==> src/hsq_pkg.sv <==
// Package for the axis homing sequencer: register map, step codes, parameter numbers, carriers
package hsq_pkg;

  // ----------------------------------------
  // Register byte offsets
  // ----------------------------------------
  localparam logic [4:0] HSQ_OFS_CTRL = 5'h00;
  localparam logic [4:0] HSQ_OFS_LOCATOR = 5'h04;
  localparam logic [4:0] HSQ_OFS_REFVAL = 5'h08;
  localparam logic [4:0] HSQ_OFS_OPTWORD = 5'h0C;
  localparam logic [4:0] HSQ_OFS_OPTFLAGS = 5'h10;
  localparam logic [4:0] HSQ_OFS_STATUS = 5'h14;
  localparam logic [4:0] HSQ_OFS_ERROR = 5'h18;
  localparam logic [4:0] HSQ_OFS_RESULT = 5'h1C;

  // ----------------------------------------
  // Field positions and reset values
  // ----------------------------------------
  localparam int HSQ_CTRL_START_BIT = 0;
  localparam int HSQ_OPT_SEND147_BIT = 0;
  localparam int HSQ_STAT_DONE_BIT = 0;
  localparam int HSQ_STAT_FAIL_BIT = 1;
  localparam int HSQ_STAT_BUSY_BIT = 2;
  localparam int HSQ_STAT_STEP_LSB = 8;
  localparam int HSQ_REFDONE_BIT = 0;
  localparam logic [15:0] HSQ_SLAVE_ERR_CODE = 16'h0080;
  localparam logic [31:0] HSQ_START_CMD_VALUE = 32'h0000_0003;
  localparam logic [31:0] HSQ_RST_WORD = 32'h0000_0000;

  // ----------------------------------------
  // Step codes
  // ----------------------------------------
  localparam logic [2:0] HSQ_STEP_NONE = 3'h0;
  localparam logic [2:0] HSQ_STEP_OPTION = 3'h1;
  localparam logic [2:0] HSQ_STEP_REFPOS = 3'h2;
  localparam logic [2:0] HSQ_STEP_START = 3'h3;
  localparam logic [2:0] HSQ_STEP_STARTED = 3'h4;
  localparam logic [2:0] HSQ_STEP_REFDONE = 3'h5;
  localparam logic [2:0] HSQ_STEP_POSITION = 3'h6;

  // ----------------------------------------
  // Parameter numbers
  // ----------------------------------------
  localparam logic [15:0] HSQ_IDN_OPTION = 16'h0093;
  localparam logic [15:0] HSQ_IDN_REFPOS = 16'h0034;
  localparam logic [15:0] HSQ_IDN_START = 16'h0094;
  localparam logic [15:0] HSQ_IDN_REFDONE = 16'h0193;
  localparam logic [15:0] HSQ_IDN_POSITION = 16'h002F;

  // ----------------------------------------
  // Carriers
  // ----------------------------------------
  typedef struct packed {
    logic [7:0] slave;
    logic [7:0] ring;
    logic [7:0] slot;
  } hsq_locator_s;

  typedef struct packed {
    hsq_locator_s locator;
    logic write;
    logic [15:0] idn;
    logic [31:0] data;
  } hsq_sc_cmd_s;

  typedef enum logic [1:0] {
    HSQ_ST_IDLE,
    HSQ_ST_ISSUE,
    HSQ_ST_WAIT
  } hsq_state_e;

endpackage

==> src/hsq_axis_homing_block.sv <==
// Axis homing sequencer with a Wishbone register slave and a service-channel request port
// Contract
// - One start pulse begins one homing cycle; a held request never restarts it.
// - Option flag bit 0 set sends the option word first, clear skips it.
// - Writes go option word 147, reference value 52, then start 148.
// - Then read 148 started, 403 finished, and 47 position.
// - Step output shows current step, returns to 0 on completion.
// - Signed 32-bit reference value is the reference-position payload.
// - Done rises when the whole cycle incl. position read succeeds.
// - Error code zero without error, nonzero on failure; fail goes with it.
// - Slave error code nonzero only when error code equals 128.
// - On completion a signed 32-bit result shows the position read from parameter 47.
// - All parameter transfers go over the service channel only.
//
// The Wishbone interface to the registers and the address map were decided locally.
`timescale 1ns/10ps
module hsq_axis_homing_block
  import hsq_pkg::*;
(
  input wire logic clk_i,
  input wire logic rst_i,
  input wire logic wb_cyc_i,
  input wire logic wb_stb_i,
  input wire logic wb_we_i,
  input wire logic [4:0] wb_adr_i,
  input wire logic [3:0] wb_sel_i,
  input wire logic [31:0] wb_dat_i,
  output logic [31:0] wb_dat_o,
  output logic wb_ack_o,
  output logic sc_req_o,
  output hsq_sc_cmd_s sc_cmd_o,
  input wire logic sc_done_i,
  input wire logic [15:0] sc_err_i,
  input wire logic [15:0] sc_slave_error_code_i,
  input wire logic [31:0] sc_rdata_i,
  output logic done_o,
  output logic fail_o,
  output logic [2:0] step_o
);

  // ----------------------------------------
  // Helpers
  // ----------------------------------------
  function automatic logic [31:0] merge_bytes(input logic [31:0] old, input logic [31:0] nw,
                                              input logic [3:0] sel);
    logic [31:0] r;
    r = old;
    for (int i = 0; i < 4; i++) begin
      if (sel[i]) begin
        r[i*8 +: 8] = nw[i*8 +: 8];
      end
    end
    return r;
  endfunction

  function automatic logic [16:0] step_target(input logic [2:0] step);
    logic [16:0] r;
    r = {1'b0, 16'h0000};
    case (step)
      HSQ_STEP_OPTION: r = {1'b1, HSQ_IDN_OPTION};
      HSQ_STEP_REFPOS: r = {1'b1, HSQ_IDN_REFPOS};
      HSQ_STEP_START: r = {1'b1, HSQ_IDN_START};
      HSQ_STEP_STARTED: r = {1'b0, HSQ_IDN_START};
      HSQ_STEP_REFDONE: r = {1'b0, HSQ_IDN_REFDONE};
      HSQ_STEP_POSITION: r = {1'b0, HSQ_IDN_POSITION};
      default: r = {1'b0, 16'h0000};
    endcase
    return r;
  endfunction

  // ----------------------------------------
  // Registers
  // ----------------------------------------
  hsq_locator_s locator_q;
  logic signed [31:0] refval_q;
  logic [15:0] optword_q;
  logic [15:0] optflags_q;
  logic [15:0] err_q;
  logic [15:0] slave_error_code_q;
  logic signed [31:0] result_q;
  logic done_q;
  logic fail_q;
  logic [2:0] step_q;
  logic start_q;
  logic ack_q;
  logic [31:0] rdata_q;
  logic req_q;
  hsq_sc_cmd_s cmd_q;
  hsq_state_e state_q;
  logic wb_take;
  logic wb_wr;
  logic sc_ok;
  logic [31:0] status_w;
  logic [16:0] tgt_w;

  assign wb_take = wb_cyc_i && wb_stb_i && !ack_q;
  assign wb_wr = wb_take && wb_we_i;
  assign sc_ok = (state_q == HSQ_ST_WAIT) && sc_done_i && (sc_err_i == 16'h0000);
  assign status_w = {21'h00_0000, step_q, 5'h00, (state_q != HSQ_ST_IDLE), fail_q, done_q};
  assign tgt_w = step_target(step_q);

  // ----------------------------------------
  // Wishbone slave
  // ----------------------------------------
  always_ff @(posedge clk_i) begin
    if (rst_i) begin
      ack_q <= 1'b0;
    end else begin
      ack_q <= wb_take;
    end
  end

  always_ff @(posedge clk_i) begin
    if (rst_i) begin
      rdata_q <= HSQ_RST_WORD;
    end else if (wb_take) begin
      case (wb_adr_i)
        HSQ_OFS_LOCATOR: rdata_q <= {8'h00, locator_q};
        HSQ_OFS_REFVAL: rdata_q <= refval_q;
        HSQ_OFS_OPTWORD: rdata_q <= {16'h0000, optword_q};
        HSQ_OFS_OPTFLAGS: rdata_q <= {16'h0000, optflags_q};
        HSQ_OFS_STATUS: rdata_q <= status_w;
        HSQ_OFS_ERROR: rdata_q <= {slave_error_code_q, err_q};
        HSQ_OFS_RESULT: rdata_q <= result_q;
        default: rdata_q <= HSQ_RST_WORD;
      endcase
    end
  end

  always_ff @(posedge clk_i) begin
    if (rst_i) begin
      locator_q <= '0;
      refval_q <= HSQ_RST_WORD;
      optword_q <= 16'h0000;
      optflags_q <= 16'h0000;
    end else if (wb_wr) begin
      case (wb_adr_i)
        HSQ_OFS_LOCATOR: locator_q <= hsq_locator_s'(24'(merge_bytes({8'h00, locator_q}, wb_dat_i, wb_sel_i)));
        HSQ_OFS_REFVAL: refval_q <= merge_bytes(refval_q, wb_dat_i, wb_sel_i);
        HSQ_OFS_OPTWORD: optword_q <= 16'(merge_bytes({16'h0000, optword_q}, wb_dat_i, wb_sel_i));
        HSQ_OFS_OPTFLAGS: optflags_q <= 16'(merge_bytes({16'h0000, optflags_q}, wb_dat_i, wb_sel_i));
        default: optflags_q <= optflags_q;
      endcase
    end
  end

  // Start strobe lasts one cycle per write
  always_ff @(posedge clk_i) begin
    if (rst_i) begin
      start_q <= 1'b0;
    end else begin
      start_q <= wb_wr && (wb_adr_i == HSQ_OFS_CTRL) && wb_sel_i[0] && wb_dat_i[HSQ_CTRL_START_BIT];
    end
  end

  // ----------------------------------------
  // Sequencer
  // ----------------------------------------
  always_ff @(posedge clk_i) begin
    if (rst_i) begin
      state_q <= HSQ_ST_IDLE;
      step_q <= HSQ_STEP_NONE;
    end else begin
      case (state_q)
        HSQ_ST_IDLE: begin
          if (start_q) begin
            state_q <= HSQ_ST_ISSUE;
            step_q <= optflags_q[HSQ_OPT_SEND147_BIT] ? HSQ_STEP_OPTION : HSQ_STEP_REFPOS;
          end
        end
        HSQ_ST_ISSUE: begin
          state_q <= HSQ_ST_WAIT;
        end
        HSQ_ST_WAIT: begin
          if (sc_done_i) begin
            if (sc_err_i != 16'h0000) begin
              state_q <= HSQ_ST_IDLE;
            end else if (step_q == HSQ_STEP_POSITION) begin
              state_q <= HSQ_ST_IDLE;
              step_q <= HSQ_STEP_NONE;
            end else if (step_q == HSQ_STEP_REFDONE && !sc_rdata_i[HSQ_REFDONE_BIT]) begin
              state_q <= HSQ_ST_ISSUE;
            end else begin
              state_q <= HSQ_ST_ISSUE;
              step_q <= step_q + 3'h1;
            end
          end
        end
        default: begin
          state_q <= HSQ_ST_IDLE;
          step_q <= HSQ_STEP_NONE;
        end
      endcase
    end
  end

  // Service-channel request, one pulse per transfer
  always_ff @(posedge clk_i) begin
    if (rst_i) begin
      req_q <= 1'b0;
      cmd_q <= '0;
    end else begin
      req_q <= (state_q == HSQ_ST_ISSUE);
      if (state_q == HSQ_ST_ISSUE) begin
        cmd_q.locator <= locator_q;
        cmd_q.write <= tgt_w[16];
        cmd_q.idn <= tgt_w[15:0];
        case (step_q)
          HSQ_STEP_OPTION: cmd_q.data <= {16'h0000, optword_q};
          HSQ_STEP_REFPOS: cmd_q.data <= refval_q;
          HSQ_STEP_START: cmd_q.data <= HSQ_START_CMD_VALUE;
          default: cmd_q.data <= HSQ_RST_WORD;
        endcase
      end
    end
  end

  // Outcome
  always_ff @(posedge clk_i) begin
    if (rst_i) begin
      done_q <= 1'b0;
      fail_q <= 1'b0;
      err_q <= 16'h0000;
      slave_error_code_q <= 16'h0000;
      result_q <= HSQ_RST_WORD;
    end else if (state_q == HSQ_ST_IDLE && start_q) begin
      done_q <= 1'b0;
      fail_q <= 1'b0;
      err_q <= 16'h0000;
      slave_error_code_q <= 16'h0000;
    end else if (state_q == HSQ_ST_WAIT && sc_done_i) begin
      if (sc_err_i != 16'h0000) begin
        fail_q <= 1'b1;
        err_q <= sc_err_i;
        slave_error_code_q <= (sc_err_i == HSQ_SLAVE_ERR_CODE) ? sc_slave_error_code_i : 16'h0000;
      end else if (step_q == HSQ_STEP_POSITION) begin
        done_q <= 1'b1;
        result_q <= sc_rdata_i;
      end
    end
  end

  assign wb_ack_o = ack_q;
  assign wb_dat_o = rdata_q;
  assign sc_req_o = req_q;
  assign sc_cmd_o = cmd_q;
  assign done_o = done_q;
  assign fail_o = fail_q;
  assign step_o = step_q;
endmodule // hsq_axis_homing_block

==> config.mk <==
export PLATFORM = sky130hd
export DESIGN_NAME = hsq_axis_homing_block
export DESIGN_NICKNAME = d
export VERILOG_FILES = /design/src/hsq_pkg.sv /design/src/hsq_axis_homing_block.sv
export SDC_FILE = /design/constraint.sdc
export NUM_CORES = 1
export LEC_CHECK = 0
export BUFFER_PORTS_ARGS = -buffer_cell sky130_fd_sc_hd__buf_2
export CORE_ASPECT_RATIO = 0.7
export CORE_UTILIZATION = 55
export DETAILED_ROUTE_END_ITERATION = 8
export PLACE_DENSITY = 0.83
export REMOVE_ABC_BUFFERS = 1
export SETUP_SLACK_MARGIN = 0.5
export SYNTH_ARGS = -nofsm -noshare
export SYNTH_HDL_FRONTEND = slang
export SYNTH_SLANG_ARGS = --single-unit
==> constraint.sdc <==
create_clock -name clk_i -period 2.2 [get_ports clk_i]
set_input_delay 0.33 -clock clk_i [delete_from_list [all_inputs] [get_ports clk_i]]
set_output_delay 0.33 -clock clk_i [all_outputs]
set_load 0.03 [all_outputs]
### After elaboration in Yosys (flattened, before gate mapping)

Cells that the tools add are included.

| cells by class | value |
|---|---|
| add/sub/neg operators | 1 |
| equality and inequality tests | 20 |
| muxes and demuxes | 16 |
| bitwise gates (word level) | 3 |
| reduce and logical (&&, ||, !) cells | 32 |

Operator list:

| kind | count |
|---|---|
| one-hot mux 32 bit (7 select lines) | 1 |
| one-hot mux 17 bit (6 select lines) | 1 |
| one-hot mux 32 bit (3 select lines) | 1 |
| AND reduction 3 bit | 12 |
| equality test 5 bit, second input constant | 4 |
| equality test 16 x 8 -> 1 bit, second input constant | 1 |
| two-way mux 16 bit | 1 |
| nonzero test 16 bit | 1 |
| two-way mux 3 bit | 5 |
| equality test 5 x 4 -> 1 bit, second input constant | 2 |
| equality test 3 bit, second input constant | 3 |
| logical AND 1 bit | 9 |
| one-hot mux 3 bit (3 select lines) | 1 |
| equality test 3 x 2 -> 1 bit, second input constant | 2 |
| two-way mux 2 bit | 3 |
| != test 2 bit, second input constant | 3 |
| one-hot mux 2 bit (3 select lines) | 1 |
| equality test 5 x 3 -> 1 bit, second input constant | 1 |
| logical NOT 5 bit | 1 |
| AND reduction 5 bit | 1 |
| AND reduction 2 bit | 2 |
| AND reduction 4 bit | 1 |
| adder 3 x 1 -> 3 bit, second input constant | 1 |
| equality test 3 x 1 -> 1 bit, second input constant | 1 |
| other kinds (9) | 13 |

| storage, ports and cells | value |
|---|---|
| register bits | 267 |
| output and inout port bits | 112 |

### Longest topological paths before layout

| depth | value |
|---|---|
| depth in word-level cells | 7 |
| mapped depth | 7 |

### Worst setup path after synthesis

Ideal clock, no wire load.

| timing path | value |
|---|---|
| path kind | reg-to-reg |
| start point | register step_q[2], in the netlist step_o[2] |
| end point | register step_q[2], in the netlist step_o[2] |
| library setup time | 0.072 ns |
| arrival time | 2.037 ns |
| required time | 2.128 ns |
| slack | 0.091 ns |
| stages on the path, launching flop included | 6 |
| cell sequence | dfxtp_1 -> clkbuf_1 -> inv_1 -> ha_1 -> or4b_2 -> mux2i_1 |

| between the ends | value |
|---|---|
| cells in the longest elaborated chain, start to end | 6 |
| elaborated cells on any way between the ends | 11 |
| those cells by class | add/sub (1); eq/ne (3); mux (5); reduce/logical (2) |

RTL lines:

| element | line | source |
|---|---|---|
| start: declaration | hsq_axis_homing_block.sv:83 | `logic [2:0] step_q;` |
| start signal: assignment | hsq_axis_homing_block.sv:168 | `step_q <= optflags_q[HSQ_OPT_SEND147_BIT] ? HSQ_STEP_OPTION : HSQ_STEP_REFPOS;` |
| start signal: assignment | hsq_axis_homing_block.sv:185 | `step_q <= step_q + 3'h1;` |
| adder 3 x 1 -> 3 bit | hsq_axis_homing_block.sv:185 |  |
| two-way mux 3 bit | hsq_axis_homing_block.sv:181 | `end else if (step_q == HSQ_STEP_REFDONE && !sc_rdata_i[HSQ_REFDONE_BIT]) begin` |
| two-way mux 3 bit | hsq_axis_homing_block.sv:178 | `end else if (step_q == HSQ_STEP_POSITION) begin` |
| two-way mux 3 bit | hsq_axis_homing_block.sv:176 | `if (sc_err_i != 16'h0000) begin` |
| two-way mux 3 bit | hsq_axis_homing_block.sv:175 | `if (sc_done_i) begin` |
| one-hot mux 3 bit (3 select lines) | hsq_axis_homing_block.sv:164 | `case (state_q)` |

Several ways; a longest one is shown, not always the timed one. The select of a mux whose other input is x is not followed.
A chain may end at the register's enable or synchronous reset.

### Worst setup path in the final report

| timing path | value |
|---|---|
| start point | register state_q[1] |
| end point | register slave_error_code_q[14] |

| between the ends | value |
|---|---|
| cells in the longest elaborated chain, start to end | 3 |
| elaborated cells on any way between the ends | 6 |
| those cells by class | eq/ne (1); reduce/logical (5) |

RTL lines:

| element | line | source |
|---|---|---|
| start: declaration | hsq_axis_homing_block.sv:89 | `hsq_state_e state_q;` |
| start signal: assignment | hsq_axis_homing_block.sv:161 | `state_q <= HSQ_ST_IDLE;` |
| start signal: assignment | hsq_axis_homing_block.sv:167 | `state_q <= HSQ_ST_ISSUE;` |
| start signal: assignment | hsq_axis_homing_block.sv:172 | `state_q <= HSQ_ST_WAIT;` |
| equality test 2 bit / logical NOT 2 bit (equally long branches) | hsq_axis_homing_block.sv:231, hsq_axis_homing_block.sv:226 |  |
| logical AND 1 bit, on equally long branches | hsq_axis_homing_block.sv:231, hsq_axis_homing_block.sv:226 |  |
| AND reduction 2 bit (no line) / OR reduction 2 bit (equally long branches) | -- |  |
| end signal: assignment | hsq_axis_homing_block.sv:235 | `slave_error_code_q <= (sc_err_i == HSQ_SLAVE_ERR_CODE) ? sc_slave_error_code_i : 16'h0000;` |
| end: declaration | hsq_axis_homing_block.sv:79 | `logic [15:0] slave_error_code_q;` |

Several ways; a longest one is shown, not always the timed one.

==> impl_metrics.toml <==
[run_status]
outcome = "complete, no violations"

[timing]
rsz0062_at_grt = "true"
max-slew-margin-rel_pct = 55.22
worst_slack_on_hold_paths_ns = 0.04941
finalSetupTns_ns = 0
achievable_frequency_ghz = 0.6042
maxSlewViolCount = 0
part_of_the_cycle_the_worst_path_needs_pct = 75.23
setup-violations-final = 0
final_hold_viol_count = 0
timing.final.crit_period_ns = 1.655
clock-skew-final_ns = 0.009517
timing_worst_slew_pin_value_ns = 0.6703

[detailed_routing]
detailroute.via_count = 10140
wl_per_cell_um = 20.53
drt_iter0_markers = 1485
dr.pass1.iters = 6
post_drt_via_cell_ratio = 5.988
drc_errors = 0
final_routed_wirelength_um = 34770
ant_nets = 0

[cts]
cts-hold-fix-buffers = 0
root_driver = "clkbuf_16"
cts.clk_slew.worst_paths_ns = 0.07
tritoncts_clock_tree = "done"
tritoncts_num_sinks = 258
cts-buffers-inserted = 24
h-tree-depth = 1
clk-insertion-delay-late_ns = 0.52
cts_max_path_buffers = 3

[global_routing]
overflow = 0
grt_pass1_vias = 9546
largest_net_degree_at_the_start_of_global_routing = 46
grt_antenna_before_repair = 4
first_pass_grt_wire_length_um = 53260
grt.total_usage_pct = 32.13

[logic_synthesis]
post_synth_main_area_contributors = "dfxtp_1 (46%), mux2i_1 (13%), nor2_1 (4.9%)"
synthXorXnorAreaFrac_pct = 0
ys_seq_area_share_pct = 46.03
yosys_warnings = 0
simple_gate_area_share_of_the_yosys_netlist_pct = 20.89
mappedNetlistArea_um2 = 11220
asyncSetResetFlopFracSynth_pct = 0
number_of_synthesized_flops_with_an_enable_pin = 0
ys_types = 66
synth_cells = 1200
synth_compound_gate_area_share_pct = 13.83
ys_seq_elements = 258
adder_cell_share_of_the_synthesized_area_pct = 0.1115
post_synthesis_cell_type_with_the_largest_combined_area = "dfxtp_1"
ys.flop_type = "dfxtp_1"
synth_top_cell_area_share_pct = 46.03
combinational_family_with_the_most_area_after_synthesis = "simple AND/OR/NAND/NOR gates"
post_synth_mux_area_share_pct = 13.79
post_synth.cell_area_avg_um2 = 9.352

[cells_and_area]
flow.area_growth_from_synthesis_pct = 21.34
drive_gt1_share_pct = 25.60
final.fill_count = 1543
final_core_area_utilization_pct = 68.40
finish.net_count = 1513
stdcell_area_um2 = 13620

[die]
floorplan.core_area_um2 = 19910
std_cell_rows = 43
die_area_um2 = 20990
die_y_um = 121.5
die_x_um = 172.7
initial_utilization_pct = 56.37
io_pins = 223

[critical_path]
crit_type = "flip-flop to flip-flop"
crit_path_top_delay_cell = "dfxtp_2"
arrival_ns = 2.04
max_fanout_on_critical_path = 29
timing.critical_path.to_type = "flip-flop"
cp_cell_sequence = "nor2b_4 -> and2_1 -> o41a_1 -> buf_6 -> o21ai_0"
setup.worst_path.start_class = "flip-flop"
critPathMaxStageDelay_ns = 0.44
required_ns = 2.59

[power]
switching_share_pct = 22.25
power_density_nw_per_um2 = 702.9
power_share_of_the_clock_group_pct = 46.0
sequentialPowerShare_pct = 48.8
switchingPower_mw = 2.130
cellLeakagePower_nw = 5.726
share_comb_of_total_power_pct = 5.2
fin_total_pwr_mw = 9.572
peakVddDrop_v = 0.0004624
intPower_mw = 7.442

[hold_path]
hold_path.class = "input port to flip-flop"

[flow_run]
maxCapViolCount = 0

[place]
dpl-instance-area_um2 = 12550
dpl.hpwl_um = 23650
port_buffers = 214
finalWeightedCongestion = 0.9357
power by group through the flow:
stage	registers [mW]	logic, mW	clock network [mW]
finish	4.67	0.495	4.41
global route	4.67	0.517	4.65
CTS	4.67	0.473	4.43
detailed placement	4.78	0.457	0
global placement	4.78	0.453	0
floorplan	4.78	0.142	0
per-layer routing:
| layer | share of wire [%] | vias up | GRT usage (%) |
|---|---|---|---|
| met5 | 0 | - | 0 |
| met4 | 2.2 | 0 | 9.292 |
| met3 | 11 | 70 | 8.177 |
| met2 | 43 | 601 | 47.81 |
| met1 | 44 | 4812 | 45.87 |
| li1 | - | 4661 | - |
worst max-delay path: cells and delay by family, from the launching register on:
family          cells  cell delay [ns]
compound gates      2             0.36
buf+inv             1             0.27
flops               1             0.44
simple gates        2             0.43
cells by family after synthesis:
family / after synthesis
and+or+nand+nor: 459
DFF: 258
AOI/OAI and AO/OA: 207
muxes: 154
buffers and inverters: 120
adders and majority gates: 1
other: 1
state kept, by name, indices dropped and copies added, names as in the netlist:
signal and count:
refval_q 32, sc_req_o 1, wb_ack_o 1, state_q 2, step_o 3, optword_q 16
wb_dat_o 32, slave_error_code_q 16, locator_q 24, done_o 1, optflags_q 16, sc_cmd_o 64
err_q 16, start_q 1, fail_o 1, result_q 32
through the flow:
step,cells,worst slack (ns)
6_report,1694,0.5450
3_5_place_dp,1633,0.1102
2_1_floorplan,1093,-0.3988
4_1_cts,1681,0.4620
3_3_place_gp,1633,0.1948
5_1_grt,1691,0.4811
cells in the final DEF (no fill, tap or decap), types with 8 or more instances in the layout:
cell       instances
conb_1             8
o21ai_0           14
o2bb2ai_1          8
clkbuf_16         25
buf_4             58
a21oi_1           35
o21ai_1           16
buf_2            213
nand2b_1          70
mux2i_1          149
nand4_1           25
a22oi_1           42
a222oi_1          15
nand3_1           46
nor2_1           144
nand2_1          117
dfxtp_1          253
a22o_1            30
a221oi_1          14
cells in the mapped netlist, types with 3 or more instances:
cell	n
nand3_1	46
buf_1	8
a22oi_1	42
a221oi_1	14
a21oi_1	35
and2_1	5
nor3_1	3
nor4_1	5
inv_1	6
a222oi_1	15
nor2b_1	6
nand2_1	118
o21ai_1	16
a221oi_2	6
mux2_2	5
buf_6	8
nand2b_1	71
o2bb2ai_1	8
and4_1	4
a21o_1	5
dfxtp_1	258
a31oi_1	6
a211o_1	3
clkbuf_1	55
buf_4	13
a22o_1	30
mux2i_1	149
nor2_1	145
buf_2	29
o21ai_0	14
nand4_1	25
nand4_2	5
what timing repair did:
action,4_1_cts,5_1_grt
buffers inserted,4,6
resized for setup,16,12
pin swaps,2,1
endpoints found under the setup margin,180,103
gates cloned,1,1
final timing paths:
| check | cells after the start | startpoint | endpoint | slack, ns |
|---|---|---|---|---|
| min | 3 | sc_slave_error_code_i[11] | slave_error_code_q[11] | 0.05 |
| min reg2reg | 2 | err_q[11] | err_q[11] | 0.45 |
| max | 5 | state_q[1] | slave_error_code_q[14] | 0.54 |
| max reg2reg | 5 | state_q[1] | slave_error_code_q[14] | 0.54 |
layout make-up:
type,instances,area (um^2),share of cell area (%)
timing repair buffer,280,1633,11.99
clock buffer,35,713.2,5.238
inverter,6,22.52,0.1654
sequential,258,5179,38.03
tap,270,337.8,2.481
antenna,6,15.01,0.1103
multi-input combinational,831,5598,41.11
clock inverter,8,118.9,0.8729
(Power assumes the default switching activity.)
